===== config.mk =====
export PLATFORM = sky130hd
export DESIGN_NAME = dma_request_and_cycle_control
export DESIGN_NICKNAME = d
export VERILOG_FILES = /design/src/design/dma_pkg.sv /design/src/design/dma_fifo.sv /design/src/design/dma_request_and_cycle_control.sv /design/src/design/dma_unit_cost.sv
export SDC_FILE = /design/constraint.sdc
export NUM_CORES = 1
export LEC_CHECK = 0
export ABC_CLOCK_PERIOD_IN_PS = 7420
export BUFFER_PORTS_ARGS = -buffer_cell sky130_fd_sc_hd__buf_4
export CORE_MARGIN = 5
export CORE_UTILIZATION = 55
export CTS_BUF_LIST = sky130_fd_sc_hd__clkbuf_16
export DETAILED_ROUTE_END_ITERATION = 12
export PLACE_DENSITY = 0.77
export SLEW_MARGIN = 5
export SYNTH_ARGS = -nofsm -noshare
export SYNTH_HDL_FRONTEND = slang
export SYNTH_SLANG_ARGS = --single-unit

===== constraint.sdc =====
create_clock -name clk -period 7.42 [get_ports clk]
set_input_delay 1.484 -clock clk [delete_from_list [all_inputs] [get_ports clk]]
set_output_delay 1.484 -clock clk [all_outputs]
set_load 0.01 [all_outputs]

===== src/design/dma_pkg.sv =====
// constants shared by the dma request and cycle control block
// ----------------------------------------
// Overview of operation
// - every transfer unit costs its read count times j plus its write count times k clock cycles.
// - an 8-bit unit takes one read and one write; a 16-bit unit takes two of each unless even on a 16-bit bus.
// - any even or odd pairing of source and destination is accepted and split, never refused.
// - j/k is 1/1 or 2/2 internally, 1/2, 2/2, 3/3, 4/4 on the separate bus, 3/3 or 4/4 multiplexed.
// - a request is taken only while its request bit is set and its mode is 01 or 11.
// - with mode 00 a pending request is dropped and its request bit cleared.
// - reset puts every mode field at 00, and software must choose a mode before anything moves.
// - each channel picks its trigger from a peripheral, from software or from its external pin.
// - a peripheral trigger sets the request bit in the same cycle as its interrupt request.
// - the request bit clears when its transfer starts or when the channel is disabled; here a trigger in the start cycle keeps it set.
// - the external pin sets the request on a falling edge only or on both edges, as selected.
// - requests arriving in one sampling window set their request bits together.
// - among pending channels, channel zero wins, then one, then two, then three.
// - after each unit the bus goes back to the cpu, and the next unit waits for one cpu access.
// - an access to the register area or a waited area is one bus cycle longer.
// ----------------------------------------
`default_nettype none
package dma_pkg;
    localparam int NUM_CHAN = 4;
    localparam int CFG_W = 18;
    // register byte addresses
    localparam logic [7:0] ADDR_CFG_BASE = 8'h00;
    localparam logic [7:0] ADDR_COUNT_BASE = 8'h10;
    localparam logic [7:0] ADDR_STATUS = 8'h20;
    // configuration fields
    localparam int CFG_MODE_LSB = 0;
    localparam int CFG_SRC_LSB = 2;
    localparam int CFG_WIDTH_BIT = 4;
    localparam int CFG_SRC_BUS_BIT = 5;
    localparam int CFG_DST_BUS_BIT = 6;
    localparam int CFG_SWREQ_BIT = 7;
    localparam int CFG_SRC_AREA_LSB = 8;
    localparam int CFG_DST_AREA_LSB = 12;
    localparam int CFG_SRC_ODD_BIT = 16;
    localparam int CFG_DST_ODD_BIT = 17;
    localparam logic [CFG_W-1:0] CFG_RESET = 18'h00000;
    localparam logic [15:0] COUNT_RESET = 16'h0000;
    // mode field
    localparam logic [1:0] MODE_OFF = 2'h0;
    localparam logic [1:0] MODE_SINGLE = 2'h1;
    localparam logic [1:0] MODE_REPEAT = 2'h3;
    // trigger source field
    localparam logic [1:0] SRC_PERIPH = 2'h0;
    localparam logic [1:0] SRC_SOFT = 2'h1;
    localparam logic [1:0] SRC_EXT_FALL = 2'h2;
    localparam logic [1:0] SRC_EXT_BOTH = 2'h3;
    // memory area codes, whose coefficients dma_unit_cost gives
    localparam logic [3:0] AREA_INT_NOWAIT = 4'h0;
    localparam logic [3:0] AREA_INT_WAIT = 4'h1;
    localparam logic [3:0] AREA_SFR = 4'h2;
    localparam logic [3:0] AREA_SEP_W0 = 4'h3;
    localparam logic [3:0] AREA_SEP_W1 = 4'h4;
    localparam logic [3:0] AREA_SEP_W2 = 4'h5;
    localparam logic [3:0] AREA_SEP_W3 = 4'h6;
    localparam logic [3:0] AREA_MUX_W2 = 4'h7;
    localparam logic [3:0] AREA_MUX_W3 = 4'h8;
    localparam int FIFO_DEPTH = 8;
    localparam int DATA_W = 16;
endpackage
`default_nettype wire


===== src/design/dma_fifo.sv =====
// holding fifo between the read and write halves of a unit
`default_nettype none
module dma_fifo #(
    parameter int WIDTH = 16,
    parameter int DEPTH = 8
) (
    input wire logic clk,
    input wire logic rst_n,
    input wire logic in_valid,
    output logic in_ready,
    input wire logic [WIDTH-1:0] in_data,
    output logic out_valid,
    input wire logic out_ready,
    output logic [WIDTH-1:0] out_data
);
    localparam int AW = $clog2(DEPTH);
    logic [WIDTH-1:0] mem [DEPTH];
    logic [AW:0] wr_ptr;
    logic [AW:0] rd_ptr;
    logic push;
    logic pop;

    assign in_ready = (wr_ptr[AW] == rd_ptr[AW]) || (wr_ptr[AW-1:0] != rd_ptr[AW-1:0]);
    assign out_valid = wr_ptr != rd_ptr;
    assign out_data = mem[rd_ptr[AW-1:0]];
    assign push = in_valid && in_ready;
    assign pop = out_valid && out_ready;

    always_ff @(posedge clk) begin
        if (push) begin
            mem[wr_ptr[AW-1:0]] <= in_data;
        end
    end

    always_ff @(posedge clk or negedge rst_n) begin
        if (!rst_n) begin
            wr_ptr <= '0;
            rd_ptr <= '0;
        end else begin
            if (push) begin
                wr_ptr <= wr_ptr + 1'b1;
            end
            if (pop) begin
                rd_ptr <= rd_ptr + 1'b1;
            end
        end
    end
endmodule
`default_nettype wire


===== src/design/dma_request_and_cycle_control.sv =====
// four-channel dma request, arbitration and transfer cycle control
//
// The implementer's own choices: the address-and-strobe port and the placing of the registers.
`default_nettype none
module dma_request_and_cycle_control
    import dma_pkg::*;
(
    input wire logic clk,
    input wire logic arst_n,
    input wire logic [7:0] reg_addr,
    input wire logic [31:0] reg_wdata,
    input wire logic reg_write,
    input wire logic reg_read,
    output logic [31:0] reg_rdata,
    input wire logic [dma_pkg::NUM_CHAN-1:0] periph_irq_set,
    input wire logic [dma_pkg::NUM_CHAN-1:0] external_request_pin,
    input wire logic cpu_access_done,
    output logic bus_own,
    output logic mem_rd,
    output logic mem_wr,
    output logic mem_part,
    output logic mem_byte,
    output logic [1:0] mem_chan,
    input wire logic [dma_pkg::DATA_W-1:0] mem_rdata,
    output logic [dma_pkg::DATA_W-1:0] mem_wdata,
    output logic unit_done
);
    typedef enum logic [1:0] {
        ST_IDLE,
        ST_READ,
        ST_WRITE
    } state_t;

    // ----------------------------------------
    // reset release
    // ----------------------------------------
    logic rst_meta;
    logic rst_n;

    always_ff @(posedge clk or negedge arst_n) begin
        if (!arst_n) begin
            rst_meta <= 1'b0;
            rst_n <= 1'b0;
        end else begin
            rst_meta <= 1'b1;
            rst_n <= rst_meta;
        end
    end

    // ----------------------------------------
    // channel registers
    // ----------------------------------------
    logic [CFG_W-1:0] cfg [NUM_CHAN];
    logic [15:0] count [NUM_CHAN];
    logic [NUM_CHAN-1:0] req;
    logic [NUM_CHAN-1:0] sw_set;
    logic [NUM_CHAN-1:0] start;
    logic [NUM_CHAN-1:0] enabled;
    logic [NUM_CHAN-1:0] disabled;
    logic [NUM_CHAN-1:0] trig;
    logic [NUM_CHAN-1:0] cfg_hit;
    logic [NUM_CHAN-1:0] count_hit;

    function automatic logic [1:0] mode_of(input logic [CFG_W-1:0] c);
        return c[CFG_MODE_LSB +: 2];
    endfunction

    function automatic logic [1:0] src_of(input logic [CFG_W-1:0] c);
        return c[CFG_SRC_LSB +: 2];
    endfunction

    always_comb begin
        for (int i = 0; i < NUM_CHAN; i++) begin
            cfg_hit[i] = reg_write && (reg_addr == ADDR_CFG_BASE + 8'(4 * i));
            count_hit[i] = reg_write && (reg_addr == ADDR_COUNT_BASE + 8'(4 * i));
            sw_set[i] = cfg_hit[i] && reg_wdata[CFG_SWREQ_BIT];
        end
    end

    always_ff @(posedge clk or negedge rst_n) begin
        if (!rst_n) begin
            for (int i = 0; i < NUM_CHAN; i++) begin
                cfg[i] <= CFG_RESET;
            end
        end else begin
            for (int i = 0; i < NUM_CHAN; i++) begin
                if (cfg_hit[i]) begin
                    cfg[i] <= reg_wdata[CFG_W-1:0];
                end
            end
        end
    end

    // software write beats the per-unit decrement
    always_ff @(posedge clk or negedge rst_n) begin
        if (!rst_n) begin
            for (int i = 0; i < NUM_CHAN; i++) begin
                count[i] <= COUNT_RESET;
            end
        end else begin
            for (int i = 0; i < NUM_CHAN; i++) begin
                if (count_hit[i]) begin
                    count[i] <= reg_wdata[15:0];
                end else if (start[i]) begin
                    count[i] <= count[i] - 16'h0001;
                end
            end
        end
    end

    // ----------------------------------------
    // external pins
    // ----------------------------------------
    logic [NUM_CHAN-1:0] pin_meta;
    logic [NUM_CHAN-1:0] pin_sync;
    logic [NUM_CHAN-1:0] pin_last;
    logic [NUM_CHAN-1:0] pin_fall;
    logic [NUM_CHAN-1:0] pin_rise;

    // pins idle high, so no false edge at reset release
    always_ff @(posedge clk or negedge rst_n) begin
        if (!rst_n) begin
            pin_meta <= '1;
            pin_sync <= '1;
            pin_last <= '1;
        end else begin
            pin_meta <= external_request_pin;
            pin_sync <= pin_meta;
            pin_last <= pin_sync;
        end
    end

    assign pin_fall = pin_last & ~pin_sync;
    assign pin_rise = ~pin_last & pin_sync;

    // ----------------------------------------
    // request bits
    // ----------------------------------------
    always_comb begin
        for (int i = 0; i < NUM_CHAN; i++) begin
            unique case (src_of(cfg[i]))
                SRC_PERIPH: trig[i] = periph_irq_set[i];
                SRC_SOFT: trig[i] = sw_set[i];
                SRC_EXT_FALL: trig[i] = pin_fall[i];
                SRC_EXT_BOTH: trig[i] = pin_fall[i] | pin_rise[i];
            endcase
            disabled[i] = (mode_of(cfg[i]) == MODE_OFF) || (count[i] == 16'h0000);
            enabled[i] = req[i] && !disabled[i] &&
                ((mode_of(cfg[i]) == MODE_SINGLE) || (mode_of(cfg[i]) == MODE_REPEAT));
        end
    end

    // one edge for all channels, so one window sets them together
    always_ff @(posedge clk or negedge rst_n) begin
        if (!rst_n) begin
            req <= '0;
        end else begin
            for (int i = 0; i < NUM_CHAN; i++) begin
                if (disabled[i]) begin
                    req[i] <= 1'b0;
                end else if (trig[i]) begin
                    req[i] <= 1'b1;
                end else if (start[i]) begin
                    req[i] <= 1'b0;
                end
            end
        end
    end

    // ----------------------------------------
    // arbitration
    // ----------------------------------------
    state_t state;
    logic owed;
    logic grant_ok;
    logic [1:0] grant;
    logic [1:0] cur_chan;
    logic [CFG_W-1:0] cur_cfg;

    always_comb begin
        grant = 2'h0;
        for (int i = NUM_CHAN - 1; i >= 0; i--) begin
            if (enabled[i]) begin
                grant = 2'(i);
            end
        end
    end

    // fresh pick after each cpu access
    assign grant_ok = (state == ST_IDLE) && !owed && (enabled != '0);

    always_comb begin
        for (int i = 0; i < NUM_CHAN; i++) begin
            start[i] = grant_ok && (grant == 2'(i));
        end
    end

    // ----------------------------------------
    // unit cost
    // ----------------------------------------
    logic [1:0] n_rd;
    logic [1:0] n_wr;
    logic [2:0] j_coeff;
    logic [2:0] k_coeff;
    logic [7:0] expected;

    dma_unit_cost src_cost (
        .wide_unit(cur_cfg[CFG_WIDTH_BIT]),
        .bus16(cur_cfg[CFG_SRC_BUS_BIT]),
        .odd(cur_cfg[CFG_SRC_ODD_BIT]),
        .area(cur_cfg[CFG_SRC_AREA_LSB +: 4]),
        .is_write(1'b0),
        .accesses(n_rd),
        .coeff(j_coeff)
    );

    dma_unit_cost dst_cost (
        .wide_unit(cur_cfg[CFG_WIDTH_BIT]),
        .bus16(cur_cfg[CFG_DST_BUS_BIT]),
        .odd(cur_cfg[CFG_DST_ODD_BIT]),
        .area(cur_cfg[CFG_DST_AREA_LSB +: 4]),
        .is_write(1'b1),
        .accesses(n_wr),
        .coeff(k_coeff)
    );

    assign expected = 8'(n_rd * j_coeff) + 8'(n_wr * k_coeff);

    // ----------------------------------------
    // transfer engine
    // ----------------------------------------
    logic [2:0] tick;
    logic [7:0] hold;
    logic [7:0] cycles;
    logic [7:0] last_cycles;
    logic last_tick;
    logic last_part;
    logic [DATA_W-1:0] next_word;
    logic fifo_in_ready;
    logic fifo_out_valid;
    logic [DATA_W-1:0] fifo_head;
    logic push;
    logic pop;

    function automatic logic [DATA_W-1:0] piece(input logic [DATA_W-1:0] w, input logic split,
                                                 input logic hi);
        if (!split) begin
            return w;
        end
        return hi ? {8'h00, w[15:8]} : {8'h00, w[7:0]};
    endfunction

    assign last_tick = tick == (state == ST_WRITE ? k_coeff : j_coeff) - 3'h1;
    assign last_part = mem_part == (state == ST_WRITE ? n_wr[1] : n_rd[1]);
    assign next_word = n_rd[1] ? {mem_rdata[7:0], hold} : mem_rdata;
    // a full fifo stalls the last read cycle
    assign push = (state == ST_READ) && last_tick && last_part;
    assign pop = (state == ST_WRITE) && last_tick && last_part;

    dma_fifo #(
        .WIDTH(DATA_W),
        .DEPTH(FIFO_DEPTH)
    ) hold_fifo (
        .clk(clk),
        .rst_n(rst_n),
        .in_valid(push),
        .in_ready(fifo_in_ready),
        .in_data(next_word),
        .out_valid(fifo_out_valid),
        .out_ready(pop),
        .out_data(fifo_head)
    );

    always_ff @(posedge clk or negedge rst_n) begin
        if (!rst_n) begin
            state <= ST_IDLE;
            tick <= 3'h0;
            mem_part <= 1'b0;
            mem_rd <= 1'b0;
            mem_wr <= 1'b0;
            bus_own <= 1'b0;
            cur_chan <= 2'h0;
            cur_cfg <= CFG_RESET;
            hold <= 8'h00;
            mem_wdata <= '0;
            unit_done <= 1'b0;
        end else begin
            unit_done <= 1'b0;
            unique case (state)
                ST_IDLE: begin
                    if (grant_ok) begin
                        state <= ST_READ;
                        bus_own <= 1'b1;
                        mem_rd <= 1'b1;
                        cur_chan <= grant;
                        cur_cfg <= cfg[grant];
                        tick <= 3'h0;
                        mem_part <= 1'b0;
                    end
                end
                ST_READ: begin
                    if (!last_tick) begin
                        tick <= tick + 3'h1;
                    end else if (!last_part) begin
                        hold <= mem_rdata[7:0];
                        mem_part <= 1'b1;
                        tick <= 3'h0;
                    end else if (fifo_in_ready) begin
                        state <= ST_WRITE;
                        mem_rd <= 1'b0;
                        mem_wr <= 1'b1;
                        mem_part <= 1'b0;
                        tick <= 3'h0;
                        mem_wdata <= piece(next_word, n_wr[1], 1'b0);
                    end
                end
                ST_WRITE: begin
                    if (!last_tick) begin
                        tick <= tick + 3'h1;
                    end else if (!last_part) begin
                        mem_part <= 1'b1;
                        tick <= 3'h0;
                        mem_wdata <= piece(fifo_head, 1'b1, 1'b1);
                    end else begin
                        state <= ST_IDLE;
                        mem_wr <= 1'b0;
                        bus_own <= 1'b0;
                        mem_part <= 1'b0;
                        unit_done <= 1'b1;
                    end
                end
                default: state <= ST_IDLE;
            endcase
        end
    end

    // cpu must get one access before the next unit
    always_ff @(posedge clk or negedge rst_n) begin
        if (!rst_n) begin
            owed <= 1'b0;
        end else if (pop) begin
            owed <= 1'b1;
        end else if (cpu_access_done) begin
            owed <= 1'b0;
        end
    end

    // measured unit cost, shown in status
    always_ff @(posedge clk or negedge rst_n) begin
        if (!rst_n) begin
            cycles <= 8'h00;
            last_cycles <= 8'h00;
        end else if (state == ST_IDLE) begin
            cycles <= 8'h00;
        end else begin
            cycles <= cycles + 8'h01;
            if (pop) begin
                last_cycles <= cycles + 8'h01;
            end
        end
    end

    assign mem_byte = (state == ST_WRITE) ? n_wr[1] : n_rd[1];
    assign mem_chan = cur_chan;

    // ----------------------------------------
    // register reads
    // ----------------------------------------
    always_ff @(posedge clk or negedge rst_n) begin
        if (!rst_n) begin
            reg_rdata <= 32'h00000000;
        end else if (reg_read) begin
            reg_rdata <= 32'h00000000;
            for (int i = 0; i < NUM_CHAN; i++) begin
                if (reg_addr == ADDR_CFG_BASE + 8'(4 * i)) begin
                    reg_rdata <= 32'(cfg[i] & ~(18'h1 << CFG_SWREQ_BIT));
                end
                if (reg_addr == ADDR_COUNT_BASE + 8'(4 * i)) begin
                    reg_rdata <= {16'h0000, count[i]};
                end
            end
            if (reg_addr == ADDR_STATUS) begin
                reg_rdata <= 32'({expected, last_cycles, owed, cur_chan, bus_own, req});
            end
        end
    end
endmodule
`default_nettype wire


===== src/design/dma_unit_cost.sv =====
// access count and per-access coefficient of one side of a transfer unit
`default_nettype none
module dma_unit_cost
    import dma_pkg::*;
(
    input wire logic wide_unit,
    input wire logic bus16,
    input wire logic odd,
    input wire logic [3:0] area,
    input wire logic is_write,
    output logic [1:0] accesses,
    output logic [2:0] coeff
);
    // ----------------------------------------
    // coefficient table
    // ----------------------------------------
    function automatic logic [2:0] coeff_of(input logic [3:0] a, input logic wr);
        logic [2:0] c;
        c = 3'h1;
        unique case (a)
            AREA_INT_NOWAIT: c = 3'h1;
            AREA_INT_WAIT, AREA_SFR, AREA_SEP_W1: c = 3'h2;
            AREA_SEP_W0: c = wr ? 3'h2 : 3'h1;
            AREA_SEP_W2, AREA_MUX_W2: c = 3'h3;
            AREA_SEP_W3, AREA_MUX_W3: c = 3'h4;
            default: c = 3'h1;
        endcase
        return c;
    endfunction

    // misaligned or narrow-bus words split in two
    assign accesses = (wide_unit && (odd || !bus16)) ? 2'h2 : 2'h1;
    assign coeff = coeff_of(area, is_write);
endmodule
`default_nettype wire


Yosys cells after proc, flatten, opt, wreduce, memory -nomap -nowiden
Memory sizes are Yosys's and may differ from the RTL's.
Cells that the tools add are included.
- logic and storage cells: 319
- RAM bits: 128
- bits in latches: 0
- memories kept: 1
- flip-flop bits (word level): 265
- ROM bits: 0
- input port bits: 69
- memory list (name ; depth ; width ; rd ports ; clocked after Yosys merged registers in ; write ports ; line ; RTL):
    hold_fifo.mem ; 8 ; 16 ; 1 ; 0 ; 1 ; dma_fifo.sv:17 ; logic [WIDTH-1:0] mem [DEPTH];
- multiply operators: 2
- reductions and logical operators: 97
- divide/modulo/power cells: 0
- $lt $le $gt $ge: 1
- equal/unequal tests: 63
- shift operators: 0
- multiplexer cells: 100
- bitwise gates (word level): 11
- add/subtract/negate cells: 10
- operator list (cell ; count):
    $mux W16 ; 16
    $mux W32 ; 8
    $logic_not A16 Y1 ; 4
    $sub A16 B1 Y16 const B ; 4
    $mux W18 ; 3
    $mux W1 ; 39
    $bmux W18 S2 ; 1
    $logic_and A1 B1 Y1 ; 34
    $eq A4 B3 Y1 const B ; 8
    $eq A8 B5 Y1 const B ; 4
    $pmux W16 S2 ; 1
    $eq A2 B2 Y1 const B ; 15
    $pmux W3 S3 ; 3
    $mux W2 ; 12
    $mux W3 ; 7
    $eq A2 B1 Y1 const B ; 10
    $logic_not A2 Y1 ; 10
    $reduce_and A6 Y1 ; 3
    $eq A8 B4 Y1 const B ; 2
    $pmux W1 S4 ; 4
    $reduce_bool A2 Y1 ; 8
    $reduce_bool A3 Y1 ; 5
    $eq A4 B2 Y1 const B ; 3
    $ne A2 B2 Y1 const B ; 6
    39 further kinds ; 74

Depth between registers and ports, before layout
- word-level depth: 14
- gate-level depth with buffers: 16
- mapped depth without buffers: 15

By module
Synthesis repeated with hierarchy kept, for this count alone.
- cell total of the unflattened synthesis: 1594
- area total of the unflattened synthesis: 18581.6 sq um
- modules (own cells, without submodules) (module ; instances ; cells each ; area each (sq um) ; seq. area each (sq um)):
    dma_request_and_cycle_control ; 1 ; 1319 ; 12863.6 ; 5970.7
    dma_fifo ; 1 ; 243 ; 5520.3 ; 4043.9
    dma_unit_cost ; 2 ; 16 ; 98.8 ; 0.0

Worst setup path before layout
No wires, ideal clock.
- path kind: reg-to-reg
- start: register state[0]
- end: memory hold_fifo.mem[1][10], enable pin
- arrival time: 4.115 ns
- data required time: 7.022 ns
- clock period less this slack: 4.513 ns
- cell stages (with the launch flop): 15
- library setup time: 0.398 ns
- slack: 2.907 ns
- cell sequence: dfrtp_1 inv_1 ha_1 clkbuf_1 clkbuf_1 clkbuf_1 o22a_1 ha_1 xnor2_1 or2_2 o22ai_1 o2111ai_1 or3_1 clkbuf_1 nor4b_1
- longest elaborated chain between the ends: 9
- elaborated cells between the ends (all ways): 12
- classes of those cells: add/sub: 1; eq/ne: 4; mux: 4; reduce/logical: 3
- ends and longest elaborated chain (element ; line ; RTL):
    from (decl) ; dma_request_and_cycle_control.sv:173 ; state_t state;
    from (signal assigned) ; dma_request_and_cycle_control.sv:276 ; state <= ST_IDLE;
    from (signal assigned) ; dma_request_and_cycle_control.sv:292 ; state <= ST_READ;
    from (signal assigned) ; dma_request_and_cycle_control.sv:309 ; state <= ST_WRITE;
    $eq A2 B2 Y1 ; dma_request_and_cycle_control.sv:253, dma_request_and_cycle_control.sv:254 ;
    $mux W3 ; dma_request_and_cycle_control.sv:253 ; assign last_tick = tick == (state == ST_WRITE ? k_coeff : j_coeff) - 3'h1;
    $sub A3 B1 Y3 ; dma_request_and_cycle_control.sv:253 ;
    $eq A3 B3 Y1 ; dma_request_and_cycle_control.sv:253 ;
    $logic_and A1 B1 Y1 ; dma_request_and_cycle_control.sv:257 ; assign push = (state == ST_READ) && last_tick && last_part;
    $logic_and A1 B1 Y1 * ; dma_request_and_cycle_control.sv:257 ;
    $logic_and A1 B1 Y1 * ; dma_fifo.sv:26 ; assign push = in_valid && in_ready;
    $mux W1 * ; dma_fifo.sv:30 ; if (push) begin
    $mux W1 (not written as such) * ; dma_fifo.sv:31 ; mem[wr_ptr[AW-1:0]] <= in_data;
    to (decl) ; dma_fifo.sv:17 ;
Mark *: on every way between the ends. The rest lies on a longest branch, timed or not.

Worst setup path in the final report
- start: register state[0]
- end: memory hold_fifo.mem[4][15], enable pin
Same word-level chain as after synthesis.

==> flow_summary.json <==
{
  "status": "finished clean",
  "busiest_layer": "met2",
  "layout.cells.most_common": "dfrtp_1",
  "drt_pre_antenna_iters": 5,
  "dp_worst_setup_slack_ns": 2.92,
  "ios": 125,
  "grt_pass1_vias": 12373,
  "clock_path_buffers": 3,
  "wl_mm": 44.0,
  "tightest_slew_ns": 1.17,
  "mostFrequentLayoutCells": "233 x dfrtp_1, 141 x nor2_1, 122 x nand2_1",
  "critPathMaxStageDelay_ns": 0.61,
  "globalplace.congestion": 0.956,
  "finalCriticalPeriod_ns": 4.53,
  "drive_gt1_share_pct": 21.3,
  "slew_headroom_pct": 21.5,
  "cp_top_family": "simple AND/OR/NAND/NOR gates",
  "yosysSeqAreaShare_pct": 49.8,
  "min_path_type": "reg2reg",
  "synth_top_flop_cell": "dfrtp_1",
  "final.setup_skew_ns": 0.0113,
  "h-tree-depth": 2,
  "fillers": 2301,
  "track_usage_pct": 26.4,
  "routed_via_density": 6.30,
  "fin_area_um2": 18400,
  "crit_arrival_ns": 4.77,
  "vias": 12597,
  "core_um2": 29400,
  "cellLeakagePower_nw": 7.51,
  "grt_max_degree": 172,
  "nets": 1684,
  "cap_violations": 0,
  "final_max_slew_viol_count": 0,
  "yosys_warnings": 0,
  "port-buffer-count": 100,
  "setup_viol": 0,
  "rows": 63,
  "fin_cells": 1999,
  "power_per_cell_area_nw_per_um2": 248,
  "synth.distinct_cells": 85,
  "synth-edff-count": 64,
  "path_clk_slew_ns": 0.06,
  "fin_total_pwr_mw": 4.56,
  "grt_use_met1_pct": 38.3,
  "fin_crit_sh_pct": 61.1,
  "wl_per_cell_um": 22.0,
  "vdd_drop_max_uv": 175,
  "ys_seq_elements": 310,
  "critPathLaunchType": "flop",
  "critPathBufInv": 4,
  "path_cells": "inv_1 > ha_1 > buf_4 > inv_1 > o31a_1 > ha_1 > xnor2_1 > or2_2 > o22ai_1 > o2111ai_1 > nor3_1 > nand2_1 > nor3_1 > buf_4",
  "utilization_pct": 62.6,
  "finalSetupTns_ns": 0,
  "met2_usage_pct": 40.3,
  "async_reset_ff_share_pct": 79.4,
  "drtIter0Drc": 1453,
  "antenna_found_initial": 1,
  "syn_area_um2": 16200,
  "fmax_mhz": 221,
  "criticalPathCategory": "reg2reg",
  "clk_latency_ns": 0.52,
  "place_inst": 1936,
  "avgSynthCellArea_um2": 10.7,
  "cts_tree": "built",
  "hpwl_mm": 30.4,
  "ctsHoldBuffers": 0,
  "end_kind": "flop",
  "cp_slowest_cell": "nor3_1",
  "syn2layout_area_growth_pct": 13.2,
  "cts_resized": 0,
  "cts_buffers": 35,
  "rsz0062_at_grt": "false",
  "initial_core_util_pct": 55.3,
  "die_y_um": 182,
  "final.setup.worst_slack_ns": 2.89,
  "root_buffer": "clkbuf_16",
  "antenna_cells": 0,
  "ant_nets": 0,
  "drc_errors": 0,
  "use_met3_pct": 5.53,
  "grt_pass1_wl_mm": 70.0,
  "cts.sinks": 310,
  "cp.required_ns": 7.65,
  "dpl-instance-area_um2": 17300,
  "final-hold-violation-count": 0,
  "postSynthCellCount": 1517,
  "holdWs_ns": 0.355,
  "die_x_um": 182,
  "grt-ovfl-total": 0,
  "cts_setup_buffers": 0,
  "critPathMaxFanout": 27,
  "die_area_um2": 33100
}
state kept, by name, indices dropped and copies added, names as in the netlist, 8 cells and up:
signal         count
hold               8
count             64
mem_wdata         16
cfg               68
last_cycles        8
cur_cfg           13
hold_fifo.mem     64
reg_rdata         22
cycles             8
layer usage:
metal / vias up / wire, um / share of wire [%]
li1: 5637 / - / -
met4: 2 / 1280 / 2.9
met5: - / 13 / 0.030
met1: 6243 / 18500 / 42
met3: 113 / 4080 / 9.3
met2: 602 / 20200 / 46
synthesized netlist by cell type, types with 6 or more instances:
cell type,number,area (um^2)
nand3_1,36,180
mux2i_1,42,420
nor3_1,34,170
a21o_1,9,67.6
nor2b_1,11,68.8
nor3_2,6,60.1
nand2_1,122,458
nand4_1,17,106
a31oi_1,29,181
xor2_1,37,324
nor2_1,141,529
or2_2,7,43.8
a22oi_1,18,135
o21ai_0,89,445
a21oi_1,100,500
dfstp_2,12,315
nand2b_1,10,62.6
o211ai_1,9,67.6
buf_1,8,30.0
inv_1,39,146
buf_2,13,65.1
mux2_2,95,1070
a22o_1,15,131
ha_1,29,363
mux4_2,24,541
o22ai_1,16,100
nor4_1,15,93.8
xnor2_1,43,377
dfrtp_1,234,5860
a32oi_1,6,52.6
buf_4,11,82.6
edfxtp_1,64,1920
clkbuf_1,65,244
cell families after synthesis:
kind of cell / count (synthesis) / synth area share, %
AO/OA/AOI/OAI: 335 / 12.7
XOR/XNOR: 80 / 4.31
adder cells (fa/ha/maj): 32 / 2.60
buffers and inverters: 139 / 3.63
flip-flops: 310 / 49.8
multiplexers: 161 / 12.5
other: 2 / 0.0462
AND/OR/NAND/NOR: 458 / 14.4
final cells by class:
class,count,area [um^2],area share (%)
Timing Repair Buffer,120,913,4.97
Inverter,39,146,0.796
Sequential cell,310,8100,44.0
Multi-Input combinational cell,1077,7620,41.4
Tap cell,390,488,2.65
Clock buffer,36,901,4.90
Clock inverter,27,234,1.27
final timing paths:
path	from	endpoint	slack [ns]	cells past startpoint
max in group asynchronous	rst_n	hold_fifo.wr_ptr[0]	5.45	1
min in group asynchronous	rst_n	count[56]	0.49	0
max reg2reg	state[0]	hold_fifo.mem[4][15]	2.89	14
max	state[0]	hold_fifo.mem[4][15]	2.89	14
min	pin_meta[1]	pin_sync[1]	0.35	0
min reg2reg	pin_meta[1]	pin_sync[1]	0.35	0
power breakdown:
group          internal (mW)  switching (mW)  total, mW
clock                   1.02           0.700       1.72
combinational          0.343           0.496      0.839
sequential              1.86           0.140       2.00
total                   3.23            1.34       4.56
Note: power is estimated with default switching activity, not from simulation.
